==> src/rtl/timer16_consts.vh <==
/*
 * Register offsets, field positions, reset values and prescale counts of the
 * 16-bit timer/counter. Definitions only; included by the timer module.
 */
`ifndef TIMER16_CONSTS_VH
`define TIMER16_CONSTS_VH

// byte offsets on the register bus
`define CONTROL_WORD_OFFSET 8'h00
`define COUNT_VALUE_OFFSET 8'h04
`define PERIOD_OFFSET 8'h08
`define STATUS_OFFSET 8'h0C
`define MASK_OFFSET 8'h10
`define SOURCE_OFFSET 8'h14

// control word fields
`define RUN_ENABLE_BIT 15
`define IDLE_STOP_SELECT_BIT 13
`define GATE_ACCUMULATE_ENABLE_BIT 6
`define PRESCALE_HI_BIT 5
`define PRESCALE_LO_BIT 4
`define EXTERNAL_CLOCK_SYNC_SELECT_BIT 2
`define CLOCK_SOURCE_SELECT_BIT 1
`define CONTROL_WORD_WRITE_MASK 16'hA076

// source register field
`define OSC_SELECT_BIT 0

// status and mask fields
`define PERIOD_MATCH_BIT 0
`define GATE_END_BIT 1
`define EVENT_COUNT 2

// reset values
`define CONTROL_WORD_RESET 16'h0000
`define COUNT_VALUE_RESET 16'h0000
`define PERIOD_RESET 16'hFFFF
`define STATUS_RESET 2'h0
`define MASK_RESET 2'h0

// prescale select codes and the last count of each division
`define PRESCALE_DIV1 2'h0
`define PRESCALE_DIV8 2'h1
`define PRESCALE_DIV64 2'h2
`define PRESCALE_DIV256 2'h3
`define DIV1_LAST 8'h00
`define DIV8_LAST 8'h07
`define DIV64_LAST 8'h3F
`define DIV256_LAST 8'hFF

`endif

==> src/rtl/rtc_capable_timer16.v <==
/*
 * 16-bit timer/counter usable as a real-time clock time base or as an
 * interval timer, with an APB register slave and one level interrupt.
 * Assumes pclk is the instruction cycle clock, idle_mode comes from logic
 * on pclk, and both count pins are asynchronous to pclk.
 */
`timescale 1ns/1ps
`include "timer16_consts.vh"

module rtc_capable_timer16 #(
    parameter ADDR_WIDTH = 8
) (
    input wire pclk,
    input wire presetn,
    input wire [ADDR_WIDTH-1:0] paddr,
    input wire psel,
    input wire penable,
    input wire pwrite,
    input wire [31:0] pwdata,
    output reg [31:0] prdata,
    output wire pready,
    output reg pslverr,
    input wire external_count_input,
    input wire low_power_osc_clock,
    input wire idle_mode,
    output wire irq
);

    localparam [3:0] MODE_TIMER = 4'h1;
    localparam [3:0] MODE_GATED = 4'h2;
    localparam [3:0] MODE_SYNC_COUNTER = 4'h4;
    localparam [3:0] MODE_ASYNC_COUNTER = 4'h8;

    reg [15:0] control_word;
    reg [15:0] count_value;
    reg [15:0] period;
    reg [`EVENT_COUNT-1:0] status;
    reg [`EVENT_COUNT-1:0] mask;
    reg osc_select;
    reg [`EVENT_COUNT-1:0] read_clear;

    reg [1:0] pin_meta;
    reg [1:0] pin_sync;
    reg [1:0] pin_prev;
    reg [7:0] prescale_count;
    reg sync_stage;

    reg [3:0] mode;
    reg raw_tick;
    reg [7:0] prescale_last;
    reg [31:0] read_value;
    reg read_hit;
    reg [`EVENT_COUNT-1:0] next_status;

    wire run_enable;
    wire idle_stop_select;
    wire gate_accumulate_enable;
    wire [1:0] input_prescale_select;
    wire external_clock_sync_select;
    wire clock_source_select;
    wire [1:0] pin_rise;
    wire gate_fall;
    wire selected_rise;
    wire active;
    wire prescale_pulse;
    wire count_tick;
    wire period_match;
    wire gate_end;
    wire setup_phase;
    wire access_phase;
    wire bus_write;
    wire sync_counter_running;
    wire sync_mode;
    wire hit_control;
    wire hit_count;
    wire hit_period;
    wire hit_status;
    wire hit_mask;
    wire hit_source;
    wire count_write;
    wire status_read;
    wire [`EVENT_COUNT-1:0] new_events;

    assign run_enable = control_word[`RUN_ENABLE_BIT];
    assign idle_stop_select = control_word[`IDLE_STOP_SELECT_BIT];
    assign gate_accumulate_enable = control_word[`GATE_ACCUMULATE_ENABLE_BIT];
    assign input_prescale_select = control_word[`PRESCALE_HI_BIT:`PRESCALE_LO_BIT];
    assign external_clock_sync_select = control_word[`EXTERNAL_CLOCK_SYNC_SELECT_BIT];
    assign clock_source_select = control_word[`CLOCK_SOURCE_SELECT_BIT];

    // both pins are asynchronous: two flops before anything looks at them
    always @(posedge pclk or negedge presetn) begin
        if (!presetn) begin
            pin_meta <= 2'h0;
            pin_sync <= 2'h0;
            pin_prev <= 2'h0;
        end else begin
            pin_meta <= {low_power_osc_clock, external_count_input};
            pin_sync <= pin_meta;
            pin_prev <= pin_sync;
        end
    end

    assign pin_rise = pin_sync & ~pin_prev;
    assign gate_fall = pin_prev[0] & ~pin_sync[0];
    // the oscillator input stands in for the pin as count source when selected; the gate always uses the pin
    assign selected_rise = osc_select ? pin_rise[1] : pin_rise[0];

    // source 0 ignores sync, source 1 ignores gate
    always @* begin
        if (!clock_source_select) begin
            if (gate_accumulate_enable) begin
                mode = MODE_GATED;
            end else begin
                mode = MODE_TIMER;
            end
        end else begin
            if (external_clock_sync_select) begin
                mode = MODE_SYNC_COUNTER;
            end else begin
                mode = MODE_ASYNC_COUNTER;
            end
        end
    end

    always @* begin
        case (mode)
            MODE_TIMER: begin
                raw_tick = 1'b1;
            end
            MODE_GATED: begin
                raw_tick = pin_sync[0];
            end
            MODE_SYNC_COUNTER: begin
                raw_tick = selected_rise;
            end
            MODE_ASYNC_COUNTER: begin
                raw_tick = selected_rise;
            end
            default: begin
                raw_tick = 1'b0;
            end
        endcase
    end

    always @* begin
        case (input_prescale_select)
            `PRESCALE_DIV1: begin
                prescale_last = `DIV1_LAST;
            end
            `PRESCALE_DIV8: begin
                prescale_last = `DIV8_LAST;
            end
            `PRESCALE_DIV64: begin
                prescale_last = `DIV64_LAST;
            end
            `PRESCALE_DIV256: begin
                prescale_last = `DIV256_LAST;
            end
            default: begin
                prescale_last = `DIV1_LAST;
            end
        endcase
    end

    assign active = run_enable & ~(idle_stop_select & idle_mode);

    // prescaler restarts from zero whenever the timer is halted
    always @(posedge pclk or negedge presetn) begin
        if (!presetn) begin
            prescale_count <= 8'h00;
        end else if (!active) begin
            prescale_count <= 8'h00;
        end else if (raw_tick) begin
            if (prescale_count >= prescale_last) begin
                prescale_count <= 8'h00;
            end else begin
                prescale_count <= prescale_count + 8'h01;
            end
        end
    end

    assign prescale_pulse = active & raw_tick & (prescale_count >= prescale_last);

    // extra stage on the prescaled clock in synchronous counter mode only;
    // the asynchronous mode takes the prescaler output straight, trading
    // alignment to the bus view of the count for one cycle less latency
    always @(posedge pclk or negedge presetn) begin
        if (!presetn) begin
            sync_stage <= 1'b0;
        end else begin
            sync_stage <= prescale_pulse & sync_mode;
        end
    end

    assign sync_mode = (mode == MODE_SYNC_COUNTER);
    assign count_tick = sync_mode ?
        (sync_stage & active) :
        (prescale_pulse & ~sync_mode);
    assign period_match = count_tick & (count_value == period);
    // the gate flag marks the end of one accumulation so software can take the total
    assign gate_end = active & (mode == MODE_GATED) & gate_fall;
    assign new_events[`PERIOD_MATCH_BIT] = period_match;
    assign new_events[`GATE_END_BIT] = gate_end;

    assign setup_phase = psel & ~penable;
    assign access_phase = psel & penable;
    assign bus_write = access_phase & pwrite;
    assign sync_counter_running = run_enable & sync_mode;
    assign pready = 1'b1;

    // one decode per register, shared by the write, lockout and read-clear paths
    assign hit_control = (paddr == `CONTROL_WORD_OFFSET);
    assign hit_count = (paddr == `COUNT_VALUE_OFFSET);
    assign hit_period = (paddr == `PERIOD_OFFSET);
    assign hit_status = (paddr == `STATUS_OFFSET);
    assign hit_mask = (paddr == `MASK_OFFSET);
    assign hit_source = (paddr == `SOURCE_OFFSET);
    // a count write in the locked mode is dropped without an error
    assign count_write = bus_write & hit_count & ~sync_counter_running;
    assign status_read = access_phase & ~pwrite & hit_status;

    // counter: a software write loses to nothing but the sync-mode lockout
    always @(posedge pclk or negedge presetn) begin
        if (!presetn) begin
            count_value <= `COUNT_VALUE_RESET;
        end else if (count_write) begin
            count_value <= pwdata[15:0];
        end else if (period_match) begin
            count_value <= 16'h0000;
        end else if (count_tick) begin
            count_value <= count_value + 16'h0001;
        end
    end

    always @(posedge pclk or negedge presetn) begin
        if (!presetn) begin
            control_word <= `CONTROL_WORD_RESET;
            period <= `PERIOD_RESET;
            mask <= `MASK_RESET;
            osc_select <= 1'b0;
        end else if (bus_write) begin
            if (hit_control) begin
                control_word <= pwdata[15:0] & `CONTROL_WORD_WRITE_MASK;
            end
            if (hit_period) begin
                period <= pwdata[15:0];
            end
            if (hit_mask) begin
                mask <= pwdata[`EVENT_COUNT-1:0];
            end
            if (hit_source) begin
                osc_select <= pwdata[`OSC_SELECT_BIT];
            end
        end
    end

    // a read clears only the bits it returned, and a new event still sets
    always @* begin
        next_status = status;
        if (status_read) begin
            next_status = next_status & ~read_clear;
        end
        next_status = next_status | new_events;
    end

    always @(posedge pclk or negedge presetn) begin
        if (!presetn) begin
            status <= `STATUS_RESET;
        end else begin
            status <= next_status;
        end
    end

    assign irq = |(status & mask);

    always @* begin
        read_value = 32'h0000_0000;
        read_hit = 1'b1;
        case (paddr)
            `CONTROL_WORD_OFFSET: begin
                read_value[15:0] = control_word;
            end
            `COUNT_VALUE_OFFSET: begin
                read_value[15:0] = count_value;
            end
            `PERIOD_OFFSET: begin
                read_value[15:0] = period;
            end
            `STATUS_OFFSET: begin
                read_value[`EVENT_COUNT-1:0] = status;
            end
            `MASK_OFFSET: begin
                read_value[`EVENT_COUNT-1:0] = mask;
            end
            `SOURCE_OFFSET: begin
                read_value[`OSC_SELECT_BIT] = osc_select;
            end
            default: begin
                read_hit = 1'b0;
            end
        endcase
    end

    // read data and the read-clear set are caught in the setup cycle so the
    // access cycle can answer at once from flops
    always @(posedge pclk or negedge presetn) begin
        if (!presetn) begin
            prdata <= 32'h0000_0000;
            read_clear <= `STATUS_RESET;
        end else if (setup_phase) begin
            prdata <= pwrite ? 32'h0000_0000 : read_value;
            read_clear <= hit_status ? status : `STATUS_RESET;
        end
    end

    // the error stands through the access cycle only; it drops with the
    // edge that completes the transfer, since pready is always high
    always @(posedge pclk or negedge presetn) begin
        if (!presetn) begin
            pslverr <= 1'b0;
        end else if (setup_phase) begin
            pslverr <= ~read_hit;
        end else begin
            pslverr <= 1'b0;
        end
    end

endmodule // rtc_capable_timer16

==> config.mk <==
export PLATFORM = sky130hd
export DESIGN_NAME = rtc_capable_timer16
export DESIGN_NICKNAME = d
export VERILOG_FILES = /design/src/rtl/rtc_capable_timer16.v
export VERILOG_INCLUDE_DIRS = /design/src /design/src/rtl
export SDC_FILE = /design/constraint.sdc
export NUM_CORES = 1
export LEC_CHECK = 0
export BUFFER_PORTS_ARGS = -buffer_cell sky130_fd_sc_hd__buf_4
export CAP_MARGIN = 5
export CORE_UTILIZATION = 56
export DETAILED_ROUTE_END_ITERATION = 8
export PLACE_DENSITY = 0.8
export SLEW_MARGIN = 20
export SYNTH_ARGS = -nofsm -noshare
export SYNTH_HDL_FRONTEND = slang
export SYNTH_SLANG_ARGS = --single-unit
==> constraint.sdc <==
create_clock -name pclk -period 2.8 [get_ports pclk]
set_input_delay 0.28 -clock pclk [delete_from_list [all_inputs] [get_ports pclk]]
set_output_delay 0.28 -clock pclk [all_outputs]
set_load 0.02 [all_outputs]
==> Flow_metrics.wiki <==
{| class="wikitable"
! Metric !! Value
|-
| Minimum clock period after layout || 2.471 ns
|-
| Starting utilization of the core area || between 50% and 60%
|-
| Global Route Usage Sum || 26.61%
|-
| Required time of the critical path || 3.06 ns
|-
| Predominant post-synthesis flop cell || dfrtp_1
|-
| Post-cts gate resize count || 0
|-
| Distinct cells, synth || 56
|-
| Relative slew margins || 29.28%
|-
| Die height || 91.69 um
|-
| Clock tree from TritonCTS || yes
|-
| CTS H-tree lvls || 3
|-
| Crit path DAT || 2.73 ns
|-
| Count of pins over their slew limit || 0
|-
| Fraction of the yosys area taken by sequential cells || 43.78%
|-
| Die extent in x || 91.69 um
|-
| Deepest clock path buffer count || 2
|-
| Setup violators final || 0
|-
| Worst R2R End || count_value[4]$_DFFE_PN0P_
|-
| Post-detailed-routing wire length || approximately 10000 um
|-
| Register Area || around 2000 um2
|-
| Hold_buf cts || 0
|-
| Worst slack at placement || 0.2654 ns
|-
| Maximum single-stage delay on the critical path || 0.84 ns
|-
| Share of final-layout standard cells stronger than drive strength 1 || 23.97%
|-
| Count of cells along the worst hold path || 1
|-
| Core outline area || 7767 um2
|-
| Maximum number of pins on one net before global-route repair || 79
|-
| Critical path peak fanout || 14
|-
| Drt via density || between 6 and 7
|-
| Buffers on Ports || 49
|-
| Clock root buffer master || clkbuf_8
|-
| Crit path capture type || flop
|-
| Hold_ws || 0.03920 ns
|-
| Die area || 8406 um2
|-
| Number of register bits inferred by synthesis || 78
|-
| Hold path startpoint || low_power_osc_clock
|-
| Highest achievable clock rate || 0.4048 GHz
|-
| Remaining design rule violation count || 0
|-
| Net count reported at finish || 560
|-
| Share of flip-flops with an asynchronous set or reset after synthesis || 100.0%
|-
| Share of the cycle needed by the critical path after routing || between 80% and 90%
|-
| Worst Setup Path Type || reg2reg
|-
| Total of warnings raised by yosys || 0
|-
| RSZ-0062 raised after global routing || false
|-
| Logic depth of the worst register-to-register path || 7
|-
| Syn avg cell area || 9.750 um2
|-
| Total number of placement rows || 32
|-
| Number of buffers added by the clock tree synthesis step || 9
|-
| Initial antenna violation count || 0
|-
| Total of fill cells in the finished design || 592
|-
| Count of pins on the block boundary || 83
|-
| Clock-pin slew on the worst setup and hold paths || about 0.080 ns
|-
| Number of DRC markers in iteration 0 || 320
|-
| DPL Wire Length || about 7400 um
|-
| Startpoint class of the critical path || flop
|-
| Setup slack of the critical path after layout || 0.3294 ns
|-
| Cells along the critical path || and3_1 -> nor2_1 -> buf_4 -> and2_1 -> nor2_1 -> nand2_1 -> o211ai_1
|-
| Antenna-violating nets left || 0
|-
| Pwr Density || around 430 nW/um2
|-
| Area of the multi-input gates || 2286 um2
|-
| Total iterations of the first detailed-routing run || 5
|-
| Post-place instance area || 4881 um2
|-
| Post-route standard cell area excluding fillers || 5072 um2
|-
| Number of synthesized flops with an enable pin || 0
|-
| Number of max-cap violations || 0
|-
| Count of vias placed by the detailed router || 3679
|-
| Layout Skew || 0.01528 ns
|-
| Layout Area Growth over Synthesis || 12.61%
|-
| Run status || completed
|-
| Avg WL per Cell || 17.12 um
|-
| Setup tns final || 0 ns
|-
| Path category of the worst min-delay check || in2reg
|-
| Insertion delay to the later sink of the worst-skew pair || 0.35 ns
|-
| Hold Vio Cnt, Final || 0
|-
| Transition at the pin with the smallest max-transition slack || about 1.1 ns
|-
| Startpoint of the lowest-slack register-to-register path || control_word[1]$_DFFE_PN0P_
|-
| Aggregate global routing overflow || 0
|-
| Post-CTS Setup Repair Bufs || 0
|-
| GP Congestion || 0.8838
|-
| Global-route wire length before repair || 17500 um
|-
| Cell area after technology mapping || approximately 4500 um2
|-
| Reported leakage power || 2.293 nW
|-
| Endpoint with the worst hold slack || pin_meta[1]$_DFF_PN0_
|-
| Synthesized instance count || roughly 460
|-
| Sinks on Clock Net || 78
|-
| Via count of the first global-routing pass || 3500
|-
| Cell repeated most along the worst path || nor2_1
|-
| Antenna diode instance count || 0
|-
| Minimum setup slack among reg-to-reg paths || about 0.33 ns
|-
| Critical-path cell with the highest stage delay || nor2_1
|-
| Maximum vdd ir drop || 0.2680 mV
|}
## critical path: cells and delay by family, from the launching register on
family / cells / cell delay, ns
buffers and inverters: 1 / 0.16
AO/OA/AOI/OAI: 1 / 0.21
flip-flops: 1 / 0.45
AND/OR/NAND/NOR: 5 / 1.56
## how the worst max path moves through the flow
stage                                      from                            end  slack (ns)  depth (start not counted)
floorplan           control_word[4]$_DFFE_PN0P_  prescale_count[4]$_DFFE_PN0P_        0.53                          9
global placement                       paddr[0]    count_value[12]$_DFFE_PN0P_        0.32                          7
detailed placement                     paddr[0]    count_value[14]$_DFFE_PN0P_        0.27                          7
CTS                 control_word[1]$_DFFE_PN0P_     count_value[4]$_DFFE_PN0P_        0.39                          7
global route        control_word[1]$_DFFE_PN0P_     count_value[4]$_DFFE_PN0P_        0.17                          7
finish              control_word[1]$_DFFE_PN0P_     count_value[4]$_DFFE_PN0P_        0.33                          7
## flip-flops by register name, summed over array words and instances (netlist names), 7 cells and up
register / cells
count_value: 16
period: 16
prdata: 16
prescale_count: 8
control_word: 7
## metal layers
metal	up-vias	GRT usage (%)	wire length (um)
li1	1732	-	-
met1	1775	37.10	4716
met2	156	41.79	4936
met3	16	5.887	657
met4	0	7.672	153
met5	-	0	0
## Yosys cell counts, types with 9 or more instances
cell type / count / area (um2)
nand3_1: 31 / 155.2
mux2_2: 13 / 146.4
a22oi_1: 10 / 75.07
dfstp_2: 16 / 420.4
dfrtp_1: 62 / 1551
buf_4: 19 / 142.6
nor2_1: 22 / 82.58
inv_1: 10 / 37.54
o21ai_0: 32 / 160.2
nand2_1: 49 / 183.9
clkbuf_1: 20 / 75.07
mux2i_1: 10 / 100.1
a21oi_1: 16 / 80.08
nand4_1: 9 / 56.30
xnor2_1: 16 / 140.1
## cells by family (layout without fill, tap and decap cells)
family                   count (synthesis)  count (layout)  synth area share [%]
AND/OR/NAND/NOR                        159             159                 18.33
other                                    2              17                0.1667
multiplexers                            37              37                 9.889
AO/OA/AOI/OAI                          107             107                 15.78
flip-flops                              78              78                 43.78
XOR/XNOR                                16              16                 3.111
adder cells (fa/ha/maj)                  8               8                 2.222
buffers and inverters                   55              87                 6.722
## through the flow
step	cells	power, mW	util [%]
CTS	611	2.205	65.30
floorplan	477	1.308	-
global placement	595	1.379	62.84
finish	611	2.185	65.30
global route	611	2.279	65.30
detailed placement	595	1.384	62.84
## layout by cell type (no fill, tap or decap), drive strengths merged, types with 5 or more instances in the layout
master	instances
a21oi	16
a22o	6
a22oi	10
a31oi	7
a32oi	6
and2	5
and3	8
buf	61
clkbuf	11
conb	17
dfrtp	62
dfstp	16
ha	8
inv	10
mux2	26
mux2i	10
nand2	49
nand3	31
nand4	9
nor2	24
nor2b	5
nor4	5
o211ai	6
o21ai	34
o31ai	6
xnor2	16
## where the power goes
group | internal (mW) | switching, mW
sequential | 1.15 | 0.0213
combinational | 0.0789 | 0.118
clock | 0.414 | 0.406
total | 1.64 | 0.545
## layout make-up
class / count / area share [%]
Tap cell: 102 / 2.516
Clock inverter: 5 / 1.184
Multi-Input combinational cell: 344 / 45.07
Sequential cell: 78 / 38.88
Timing Repair Buffer: 61 / 9.028
Inverter: 10 / 0.7400
Clock buffer: 11 / 2.590
(Power assumes the default switching activity.)
